## src/gpio_wake_irq_pkg.sv

```systemverilog
// Summary of operation
// - a one written to an output-set bit 7..0 forces that output bit high
// - per-port wake monitor enables, one bit per pin, reset to zero
// - wake filter bit 3 filters the channel D wake source
// - wake filter bit 2 filters the serial two wake source on port A pin 2
// - wake filter bit 1 filters the serial one wake source on port B pin 2
// - wake filter bit 0 filters all monitored pin wake sources
// - five-bit selector routes port A, B or C pin to channel C or D
// - channel C selector resets to 0xF, channel D selector to 0x10
// - config bit 8 enables digital filtering before trigger detection, reset zero
// - trigger mode 0 disables, 1 rising edge, 2 falling edge
// - trigger mode 3 fires on both edges
// - mode 4 high level, 5 low level; 6 and 7 reserved, never programmed
// - set and wake registers exist per port, pins in bits 7 down to 0
// - four channel configs, identical layout, reset to zero
// - output data register holds drive values and reads them back
// - a one written to an output-clear bit forces that output bit low
// - triggered channel sets pending flag, cleared only by writing one
package gpio_wake_irq_pkg;

    // ----------------------------------------------------------------
    // sizes
    // ----------------------------------------------------------------
    localparam int PORT_COUNT = 3;
    localparam int PIN_PER_PORT = 8;
    localparam int PIN_COUNT = PORT_COUNT * PIN_PER_PORT;
    localparam int CHAN_COUNT = 4;
    localparam int SEL_WIDTH = 5;
    localparam int MODE_WIDTH = 3;
    localparam int WAKE_FILT_WIDTH = 4;
    // a pulse must persist this many samples to pass the filter
    localparam int FILTER_SAMPLES = 3;

    // ----------------------------------------------------------------
    // register byte addresses
    // ----------------------------------------------------------------
    localparam logic [31:0] ADDR_PENDING = 32'h4000_a814;
    localparam logic [31:0] ADDR_CFG_A = 32'h4000_a860;
    localparam logic [31:0] ADDR_CFG_B = 32'h4000_a864;
    localparam logic [31:0] ADDR_CFG_C = 32'h4000_a868;
    localparam logic [31:0] ADDR_CFG_D = 32'h4000_a86c;
    localparam logic [31:0] ADDR_OUT_A = 32'h4000_b00c;
    localparam logic [31:0] ADDR_SET_A = 32'h4000_b010;
    localparam logic [31:0] ADDR_CLR_A = 32'h4000_b014;
    localparam logic [31:0] ADDR_OUT_B = 32'h4000_b40c;
    localparam logic [31:0] ADDR_SET_B = 32'h4000_b410;
    localparam logic [31:0] ADDR_CLR_B = 32'h4000_b414;
    localparam logic [31:0] ADDR_OUT_C = 32'h4000_b80c;
    localparam logic [31:0] ADDR_SET_C = 32'h4000_b810;
    localparam logic [31:0] ADDR_CLR_C = 32'h4000_b814;
    localparam logic [31:0] ADDR_WAKE_A = 32'h4000_bc08;
    localparam logic [31:0] ADDR_WAKE_B = 32'h4000_bc0c;
    localparam logic [31:0] ADDR_WAKE_C = 32'h4000_bc10;
    localparam logic [31:0] ADDR_SEL_C = 32'h4000_bc14;
    localparam logic [31:0] ADDR_SEL_D = 32'h4000_bc18;
    localparam logic [31:0] ADDR_WAKE_FILT = 32'h4000_bc1c;

    // ----------------------------------------------------------------
    // fields and reset values
    // ----------------------------------------------------------------
    localparam int CFG_FILT_BIT = 8;
    localparam int CFG_MODE_LSB = 5;
    localparam int WF_PINS_BIT = 0;
    localparam int WF_SERIAL1_BIT = 1;
    localparam int WF_SERIAL2_BIT = 2;
    localparam int WF_CHAN_D_BIT = 3;
    localparam int SERIAL2_PIN = 2;
    localparam int SERIAL1_PIN = 10;
    localparam logic [SEL_WIDTH-1:0] SEL_C_RESET = 5'h0f;
    localparam logic [SEL_WIDTH-1:0] SEL_D_RESET = 5'h10;

    localparam logic [MODE_WIDTH-1:0] MODE_OFF = 3'h0;
    localparam logic [MODE_WIDTH-1:0] MODE_RISE = 3'h1;
    localparam logic [MODE_WIDTH-1:0] MODE_FALL = 3'h2;
    localparam logic [MODE_WIDTH-1:0] MODE_BOTH = 3'h3;
    localparam logic [MODE_WIDTH-1:0] MODE_HIGH = 3'h4;
    localparam logic [MODE_WIDTH-1:0] MODE_LOW = 3'h5;

    // ----------------------------------------------------------------
    // types
    // ----------------------------------------------------------------
    typedef enum {
        KIND_NONE, KIND_CFG, KIND_OUT, KIND_SET, KIND_CLR,
        KIND_WAKE, KIND_SEL, KIND_WFILT, KIND_PEND
    } reg_kind_e;

    typedef struct packed {
        reg_kind_e kind;
        logic [1:0] idx;
    } reg_hit_s;

    typedef struct packed {
        logic cyc;
        logic stb;
        logic we;
        logic [31:0] adr;
        logic [3:0] sel;
        logic [31:0] dat;
    } wb_req_s;

    typedef struct packed {
        logic ack;
        logic [31:0] dat;
    } wb_rsp_s;

    typedef struct packed {
        logic [PORT_COUNT-1:0][PIN_PER_PORT-1:0] out_data;
        logic [PORT_COUNT-1:0][PIN_PER_PORT-1:0] wake_en;
        logic [WAKE_FILT_WIDTH-1:0] wake_filt;
        logic [SEL_WIDTH-1:0] sel_c;
        logic [SEL_WIDTH-1:0] sel_d;
        logic [CHAN_COUNT-1:0] cfg_filt;
        logic [CHAN_COUNT-1:0][MODE_WIDTH-1:0] cfg_mode;
        logic [CHAN_COUNT-1:0] pending;
        logic [CHAN_COUNT-1:0] chan_prev;
        logic [PIN_COUNT-1:0] pin_meta;
        logic [PIN_COUNT-1:0] pin_sync;
        logic [PIN_COUNT-1:0] pin_filt;
        logic [PIN_COUNT-1:0][FILTER_SAMPLES-1:0] hist;
        logic sleeping;
        logic [PIN_COUNT-1:0] snap_raw;
        logic [PIN_COUNT-1:0] snap_filt;
        logic wake;
        logic ack;
        logic [31:0] rdata;
    } state_s;

endpackage : gpio_wake_irq_pkg

```

## src/gpio_wake_irq_block.sv

```systemverilog
// Added by the designer: the Wishbone interface to the registers.
module gpio_wake_irq_block #(
    parameter int IRQ_A_PIN = 8,
    parameter int IRQ_B_PIN = 9
) (
    // clock and reset
    input wire logic clk,
    input wire logic rst_n,
    // register bus
    input wire gpio_wake_irq_pkg::wb_req_s wb_req,
    output gpio_wake_irq_pkg::wb_rsp_s wb_rsp,
    // pins
    input wire logic [gpio_wake_irq_pkg::PIN_COUNT-1:0] pin_in,
    output logic [gpio_wake_irq_pkg::PIN_COUNT-1:0] pin_out,
    // sleep control
    input wire logic sleep_req,
    input wire logic serial1_wake_en,
    input wire logic serial2_wake_en,
    input wire logic chan_d_wake_en,
    output logic wake_req,
    // channel pending flags
    output logic [gpio_wake_irq_pkg::CHAN_COUNT-1:0] irq_pending
);
    import gpio_wake_irq_pkg::*;

    // ----------------------------------------------------------------
    // elaboration checks
    // ----------------------------------------------------------------
    if (IRQ_A_PIN < 0 || IRQ_A_PIN >= PIN_COUNT || IRQ_B_PIN < 0 || IRQ_B_PIN >= PIN_COUNT)
    begin : g_bad_pin
        $error("fixed channel pins must lie in 0..23");
    end
    if (FILTER_SAMPLES < 2) begin : g_bad_filter
        $error("filter needs at least two samples");
    end

    // ----------------------------------------------------------------
    // helpers
    // ----------------------------------------------------------------
    function automatic reg_hit_s decode(input logic [31:0] adr);
        reg_hit_s h;
        h.kind = KIND_NONE;
        h.idx = 2'h0;
        if (adr == ADDR_PENDING) begin
            h.kind = KIND_PEND;
        end else if (adr == ADDR_CFG_A) begin
            h.kind = KIND_CFG;
        end else if (adr == ADDR_CFG_B) begin
            h.kind = KIND_CFG;
            h.idx = 2'h1;
        end else if (adr == ADDR_CFG_C) begin
            h.kind = KIND_CFG;
            h.idx = 2'h2;
        end else if (adr == ADDR_CFG_D) begin
            h.kind = KIND_CFG;
            h.idx = 2'h3;
        end else if (adr == ADDR_OUT_A) begin
            h.kind = KIND_OUT;
        end else if (adr == ADDR_OUT_B) begin
            h.kind = KIND_OUT;
            h.idx = 2'h1;
        end else if (adr == ADDR_OUT_C) begin
            h.kind = KIND_OUT;
            h.idx = 2'h2;
        end else if (adr == ADDR_SET_A) begin
            h.kind = KIND_SET;
        end else if (adr == ADDR_SET_B) begin
            h.kind = KIND_SET;
            h.idx = 2'h1;
        end else if (adr == ADDR_SET_C) begin
            h.kind = KIND_SET;
            h.idx = 2'h2;
        end else if (adr == ADDR_CLR_A) begin
            h.kind = KIND_CLR;
        end else if (adr == ADDR_CLR_B) begin
            h.kind = KIND_CLR;
            h.idx = 2'h1;
        end else if (adr == ADDR_CLR_C) begin
            h.kind = KIND_CLR;
            h.idx = 2'h2;
        end else if (adr == ADDR_WAKE_A) begin
            h.kind = KIND_WAKE;
        end else if (adr == ADDR_WAKE_B) begin
            h.kind = KIND_WAKE;
            h.idx = 2'h1;
        end else if (adr == ADDR_WAKE_C) begin
            h.kind = KIND_WAKE;
            h.idx = 2'h2;
        end else if (adr == ADDR_SEL_C) begin
            h.kind = KIND_SEL;
        end else if (adr == ADDR_SEL_D) begin
            h.kind = KIND_SEL;
            h.idx = 2'h1;
        end else if (adr == ADDR_WAKE_FILT) begin
            h.kind = KIND_WFILT;
        end
        return h;
    endfunction : decode

    // expands byte selects to a bit mask
    function automatic logic [31:0] lane_mask(input logic [3:0] sel);
        logic [31:0] m;
        m = '0;
        for (int b = 0; b < 4; b++) begin
            m[b*8 +: 8] = {8{sel[b]}};
        end
        return m;
    endfunction : lane_mask

    // picks raw or filtered level of a pin; reserved codes read low
    function automatic logic pick(input logic [SEL_WIDTH-1:0] idx, input logic use_filt,
                                  input logic [PIN_COUNT-1:0] raw,
                                  input logic [PIN_COUNT-1:0] filt);
        logic v;
        v = 1'b0;
        if (int'(idx) < PIN_COUNT) begin
            v = use_filt ? filt[idx] : raw[idx];
        end
        return v;
    endfunction : pick

    // ----------------------------------------------------------------
    // reset release
    // ----------------------------------------------------------------
    logic [1:0] rst_pipe;
    logic rst_sync_n;

    always_ff @(posedge clk or negedge rst_n) begin
        if (!rst_n) begin
            rst_pipe <= 2'h0;
        end else begin
            rst_pipe <= {rst_pipe[0], 1'b1};
        end
    end
    assign rst_sync_n = rst_pipe[1];

    // ----------------------------------------------------------------
    // next state
    // ----------------------------------------------------------------
    state_s st;
    state_s next_st;

    always_comb begin
        reg_hit_s hit;
        logic access;
        logic wr;
        logic [31:0] mask;
        logic [31:0] merged;
        logic [31:0] wbits;
        logic [CHAN_COUNT-1:0][SEL_WIDTH-1:0] chan_sel;
        logic [CHAN_COUNT-1:0] trig;
        logic [CHAN_COUNT-1:0] clr;
        logic level;
        logic rise;
        logic fall;
        logic [PIN_COUNT-1:0] diff_raw;
        logic [PIN_COUNT-1:0] diff_filt;
        logic [PIN_COUNT-1:0] mon;
        logic src_serial1;
        logic src_serial2;
        logic src_chan_d;
        logic [31:0] rd;
        hit = decode(wb_req.adr);
        access = wb_req.cyc && wb_req.stb && !st.ack;
        wr = access && wb_req.we;
        mask = lane_mask(wb_req.sel);
        wbits = wb_req.dat & mask;
        merged = '0;
        chan_sel = '0;
        trig = '0;
        clr = '0;
        level = 1'b0;
        rise = 1'b0;
        fall = 1'b0;
        rd = '0;
        next_st = st;

        // pin synchroniser and glitch filter
        next_st.pin_meta = pin_in;
        next_st.pin_sync = st.pin_meta;
        for (int i = 0; i < PIN_COUNT; i++) begin
            next_st.hist[i] = {st.hist[i][FILTER_SAMPLES-2:0], st.pin_sync[i]};
            // level moves only after a full run of equal samples
            if (&st.hist[i]) begin
                next_st.pin_filt[i] = 1'b1;
            end else if (~|st.hist[i]) begin
                next_st.pin_filt[i] = 1'b0;
            end
        end

        // ------------------------------------------------------------
        // trigger detection
        // ------------------------------------------------------------
        chan_sel[0] = SEL_WIDTH'(IRQ_A_PIN);
        chan_sel[1] = SEL_WIDTH'(IRQ_B_PIN);
        chan_sel[2] = st.sel_c;
        chan_sel[3] = st.sel_d;
        for (int c = 0; c < CHAN_COUNT; c++) begin
            level = pick(chan_sel[c], st.cfg_filt[c], st.pin_sync, st.pin_filt);
            rise = level && !st.chan_prev[c];
            fall = !level && st.chan_prev[c];
            next_st.chan_prev[c] = level;
            case (st.cfg_mode[c])
                MODE_RISE: trig[c] = rise;
                MODE_FALL: trig[c] = fall;
                MODE_BOTH: trig[c] = rise || fall;
                MODE_HIGH: trig[c] = level;
                // reserved selector codes never fire a low-level channel
                MODE_LOW: trig[c] = !level && (int'(chan_sel[c]) < PIN_COUNT);
                default: trig[c] = 1'b0;
            endcase
        end
        if (wr && hit.kind == KIND_PEND) begin
            clr = wbits[CHAN_COUNT-1:0];
        end
        // a trigger in the clearing cycle wins
        next_st.pending = (st.pending & ~clr) | trig;

        // ------------------------------------------------------------
        // wake monitor
        // ------------------------------------------------------------
        if (!st.sleeping && sleep_req) begin
            next_st.sleeping = 1'b1;
            next_st.snap_raw = st.pin_sync;
            next_st.snap_filt = st.pin_filt;
        end else if (!sleep_req) begin
            next_st.sleeping = 1'b0;
        end
        diff_raw = st.pin_sync ^ st.snap_raw;
        diff_filt = st.pin_filt ^ st.snap_filt;
        mon = st.wake_en & (st.wake_filt[WF_PINS_BIT] ? diff_filt : diff_raw);
        src_serial1 = serial1_wake_en && (st.wake_filt[WF_SERIAL1_BIT] ?
            diff_filt[SERIAL1_PIN] : diff_raw[SERIAL1_PIN]);
        src_serial2 = serial2_wake_en && (st.wake_filt[WF_SERIAL2_BIT] ?
            diff_filt[SERIAL2_PIN] : diff_raw[SERIAL2_PIN]);
        src_chan_d = chan_d_wake_en &&
            pick(st.sel_d, st.wake_filt[WF_CHAN_D_BIT], diff_raw, diff_filt);
        next_st.wake = st.sleeping && sleep_req &&
            (|mon || src_serial1 || src_serial2 || src_chan_d);

        // ------------------------------------------------------------
        // register writes
        // ------------------------------------------------------------
        if (wr) begin
            case (hit.kind)
                KIND_CFG: begin
                    merged = {23'h00_0000, st.cfg_filt[hit.idx],
                              st.cfg_mode[hit.idx], 5'h00};
                    merged = (merged & ~mask) | wbits;
                    next_st.cfg_filt[hit.idx] = merged[CFG_FILT_BIT];
                    next_st.cfg_mode[hit.idx] = merged[CFG_MODE_LSB +: MODE_WIDTH];
                end
                KIND_OUT: begin
                    if (wb_req.sel[0]) begin
                        next_st.out_data[hit.idx] = wbits[PIN_PER_PORT-1:0];
                    end
                end
                KIND_SET: begin
                    // upper byte is expected zero and is ignored
                    next_st.out_data[hit.idx] =
                        st.out_data[hit.idx] | wbits[PIN_PER_PORT-1:0];
                end
                KIND_CLR: begin
                    next_st.out_data[hit.idx] =
                        st.out_data[hit.idx] & ~wbits[PIN_PER_PORT-1:0];
                end
                KIND_WAKE: begin
                    if (wb_req.sel[0]) begin
                        next_st.wake_en[hit.idx] = wbits[PIN_PER_PORT-1:0];
                    end
                end
                KIND_SEL: begin
                    if (wb_req.sel[0]) begin
                        // reserved codes are stored; they simply route nothing
                        if (hit.idx == 2'h0) begin
                            next_st.sel_c = wbits[SEL_WIDTH-1:0];
                        end else begin
                            next_st.sel_d = wbits[SEL_WIDTH-1:0];
                        end
                    end
                end
                KIND_WFILT: begin
                    if (wb_req.sel[0]) begin
                        next_st.wake_filt = wbits[WAKE_FILT_WIDTH-1:0];
                    end
                end
                default: begin
                end
            endcase
        end

        // ------------------------------------------------------------
        // register reads
        // ------------------------------------------------------------
        case (hit.kind)
            KIND_CFG: begin
                rd[CFG_FILT_BIT] = st.cfg_filt[hit.idx];
                rd[CFG_MODE_LSB +: MODE_WIDTH] = st.cfg_mode[hit.idx];
            end
            KIND_OUT: rd[PIN_PER_PORT-1:0] = st.out_data[hit.idx];
            KIND_WAKE: rd[PIN_PER_PORT-1:0] = st.wake_en[hit.idx];
            KIND_SEL: rd[SEL_WIDTH-1:0] = (hit.idx == 2'h0) ? st.sel_c : st.sel_d;
            KIND_WFILT: rd[WAKE_FILT_WIDTH-1:0] = st.wake_filt;
            KIND_PEND: rd[CHAN_COUNT-1:0] = st.pending;
            default: rd = '0;
        endcase
        // every access is answered, unmapped ones with zero data
        next_st.ack = access;
        next_st.rdata = (access && !wb_req.we) ? rd : '0;
    end

    // ----------------------------------------------------------------
    // state register
    // ----------------------------------------------------------------
    always_ff @(posedge clk or negedge rst_sync_n) begin
        if (!rst_sync_n) begin
            st <= '0;
            st.sel_c <= SEL_C_RESET;
            st.sel_d <= SEL_D_RESET;
        end else begin
            st <= next_st;
        end
    end

    // ----------------------------------------------------------------
    // outputs
    // ----------------------------------------------------------------
    assign pin_out = st.out_data;
    assign wake_req = st.wake;
    assign irq_pending = st.pending;
    assign wb_rsp.ack = st.ack;
    assign wb_rsp.dat = st.rdata;

endmodule : gpio_wake_irq_block

```

## config.mk

```make
export PLATFORM = sky130hd
export DESIGN_NAME = gpio_wake_irq_block
export DESIGN_NICKNAME = d
export VERILOG_FILES = /design/src/gpio_wake_irq_pkg.sv /design/src/gpio_wake_irq_block.sv
export SDC_FILE = /design/constraint.sdc
export NUM_CORES = 1
export LEC_CHECK = 0
export ABC_AREA = 1
export BUFFER_PORTS_ARGS = -buffer_cell sky130_fd_sc_hd__buf_2
export CAP_MARGIN = 25
export CORE_MARGIN = 2
export CORE_UTILIZATION = 37
export CTS_CLUSTER_SIZE = 14
export DETAILED_ROUTE_END_ITERATION = 8
export GPL_ROUTABILITY_DRIVEN = 0
export PLACE_DENSITY_LB_ADDON = 0.05
export REMOVE_ABC_BUFFERS = 1
export SLEW_MARGIN = 25
export SYNTH_ARGS = -nofsm -noshare
export SYNTH_HDL_FRONTEND = slang
export SYNTH_SLANG_ARGS = --single-unit
```

## constraint.sdc

```tcl
create_clock -name clk -period 10.17 [get_ports clk]
set_input_delay 0.5085 -clock clk [delete_from_list [all_inputs] [get_ports clk]]
set_output_delay 0.5085 -clock clk [all_outputs]
set_load 0.05 [all_outputs]
```

==> out/qor.txt <==
Achievable Freq -> 0.289 GHz
Distinct cells, synth -> 52
Most common cell in the synthesized netlist -> nand2_1
Clock Latency Late Sink -> 0.56 ns
Drt first-iter violations -> 1096
CP Data Arrival Time -> 3.86 ns
# IOs -> 163
Number of synthesis warnings -> 0
Initial Util -> 0.375
CTS root buffer -> clkbuf_16
Crit path capture type -> register
Mapped Area -> 15300 um2
Worst path required time -> 10.57 ns
Clk sink count -> 292
Xor and xnor area share after synthesis -> 0.0281
Status -> completed
CP max-delay cell -> dfstp_2
Worst IR drop on VDD -> 113 uV
Congestion Overflow GR -> 0
Setup crit start kind -> register
Fin crit share -> 0.341
Hold Worst Slack -> 0.0560 ns
Synth Area in Compound Gates -> 0.101
Async S/R FF share, synth -> 1.00
Final instance area -> 17200 um2
Area share of fa/ha/maj cells after synthesis -> 0.00656
Met3 Wirelength -> 3000 um
Max-cap violations -> 0
Register area -> 7320 um2
Number of global-route vias before repair -> 12.3k
Sequential element share of the synthesized area -> 0.479
Least-Margin Pin Slew -> 0.957 ns
Worst-path cell chain -> clkinv_1, a21oi_1, o21ai_0, nand3_1, nand3_1, nand4_1, nand2_1, nand2_1, inv_1, ha_1, nand2_1, a32oi_1, o2111ai_1
Share of post-route cells with drive strength above 1 -> 0.157
Syn_area_per_cell -> 8.22 um2
CTS Buf Count -> 36
CP Class -> register to register
WL met2 -> 19800 um
Final setup fails -> 0
Max Transition Viols Final -> 0
Via Count -> 12.8k
Hold Crit Class -> input port to register
Initial antenna violation count -> 0
Area share of the largest cell type after synthesis -> 0.470
DRT antenna net count -> 0
Footprint of the multi-input gates -> 6650 um2
Main combinational cell family by area after synthesis -> simple AND/OR/NAND/NOR gates
Largest net degree at the start of global routing -> 85
RSZ-0062 raised after global routing -> false
Worst-case clock skew -> 0.0231 ns
Core footprint -> 40700 um2
Detailed-route DRC error count -> 0
Mux cell area share after synthesis -> 0.0118
Min Tclk post-route -> 3.46 ns
Drt wl/cell -> 18.5 um
Hpwl dp -> 32700 um
CTS Buffer Depth -> 3
Top Metal Used -> met4
CP peak stage delay -> 0.85 ns
Fill count -> 4147
Crit Path Max Fanout -> 18
CTS clk-pin slew, worst paths -> 0.06 ns
Row count -> 74
Post-synthesis cell count -> 1857
Synth top cells by count -> nand2_1 (424), dfrtp_1 (287), nand3_1 (181)
CP bufs+invs -> 2
Die width -> 207 um
Total track usage -> 0.214
Die ar. -> 42900 um2
Synthesis-to-layout area growth -> 12.4%
Yosys top cell by area -> dfrtp_1
Post-synth EDFFs -> 0
Avg Vias per Cell -> 5.16
CTS tree -> yes
Port bufs -> 114
Met1 Wirelength -> 21900 um
Cell mode on critical path -> nand2_1
First-pass GRT wire length -> 71700 um
Setup Fix Bufs, Post-CTS -> 0
Initial DRT Pass Iterations -> 5
Placed cell area -> 15900 um2
CP delay by family, top -> flip-flops
Diodes inserted -> 0
Final core occ -> 0.421
Die Height -> 207 um
Simple-gate share of the synthesized area -> 0.282
Setup_tns -> 0 ns
H-tree levels -> 2
Leak Pwr -> 7.87 nW
Synthesized flop and latch total -> 292
Total Wirelength -> 45800 um
Total power -> 2.87 mW
Area contributors post-synth -> dfrtp_1 (47%), nand2_1 (10%), nand3_1 (5.9%)
Max-slew headroom -> 0.361
Power per cell area -> 167 nW/um2
Top_reg_cell synth -> dfrtp_1
Total Nets Final -> 2028
Final-report hold violation count -> 0
==> what timing repair did <==
item                                   4_1_cts  5_1_grt
resized for setup                            0        0
setup endpoints to repair                    0        0
endpoints found under the hold margin        2        0
hold buffers                                 1        0
==> per-layer routing <==
metal / up-vias / GRT usage
li1: 6173 / -
met3: 67 / 0.0373
met1: 6149 / 0.313
met4: 0 / 0.0643
met2: 409 / 0.323
met5: - / 0
==> metrics by stage <==
| stage | cells | setup slack [ns] |
|---|---|---|
| after CTS | 2478 | 6.71 |
| after detailed placement | 2412 | 6.66 |
| after floorplan | 1755 | 1.44 |
| after global routing | 2478 | 6.51 |
| after global placement | 2412 | 6.60 |
| final | 2478 | 6.71 |
==> report_power, final <==
part           internal [mW]  switching, mW
Combinational         0.0920          0.176
Sequential              1.23         0.0561
Clock                  0.794          0.520
==> cell usage in the layout, fill, tap and decap left out, drive strengths merged, types with 42 or more instances in the layout <==
cell	synthesis	final
dfrtp	287	287
a21oi	93	93
nand3	196	196
nor2	168	168
xnor2	42	42
inv	167	169
clkbuf	46	46
buf	78	125
nand4	44	44
nand2	439	439
o21ai	153	153
==> area by class of cell <==
cell class              instances  area share
multi-input cells            1292       0.388
clock buffers                  46      0.0576
clock inverters                19      0.0131
inverters                     171      0.0377
repair buffers                126      0.0389
well taps                     532      0.0388
flip-flops and latches        292       0.426
==> registers in the layout, indices dropped and copies added, names as in the netlist <==
signal,cells
rst_pipe,2
wb_rsp,10
wake_req,1
next_st,96
st,155
irq_pending,4
pin_out,24
==> cell families (layout without fill, tap and decap cells) <==
| logic type | after synthesis | count (layout) |
|---|---|---|
| multiplexers | 16 | 16 |
| adder cells (fa/ha/maj) | 8 | 8 |
| other | 2 | 24 |
| AND/OR/NAND/NOR | 909 | 909 |
| XOR/XNOR | 49 | 49 |
| AO/OA/AOI/OAI | 286 | 286 |
| buffers and inverters | 295 | 362 |
| flip-flops | 292 | 292 |
==> path summary, 6_finish.rpt <==
kind | slack, ns | end | cells past startpoint | start
setup / recovery | 6.71 | irq_pending[2] | 13 | st[257]
hold / removal | 0.06 | next_st[179] | 1 | pin_in[0]
setup reg to reg | 6.71 | irq_pending[2] | 13 | st[257]
hold reg to reg | 0.24 | next_st[185] | 0 | rst_pipe[1]
max in group asynchronous | 7.98 | wb_rsp[5] | 2 | rst_pipe[1]
min in group asynchronous | 0.24 | next_st[185] | 0 | rst_pipe[1]
No activity file was read; power rests on OpenSTA's default activity.
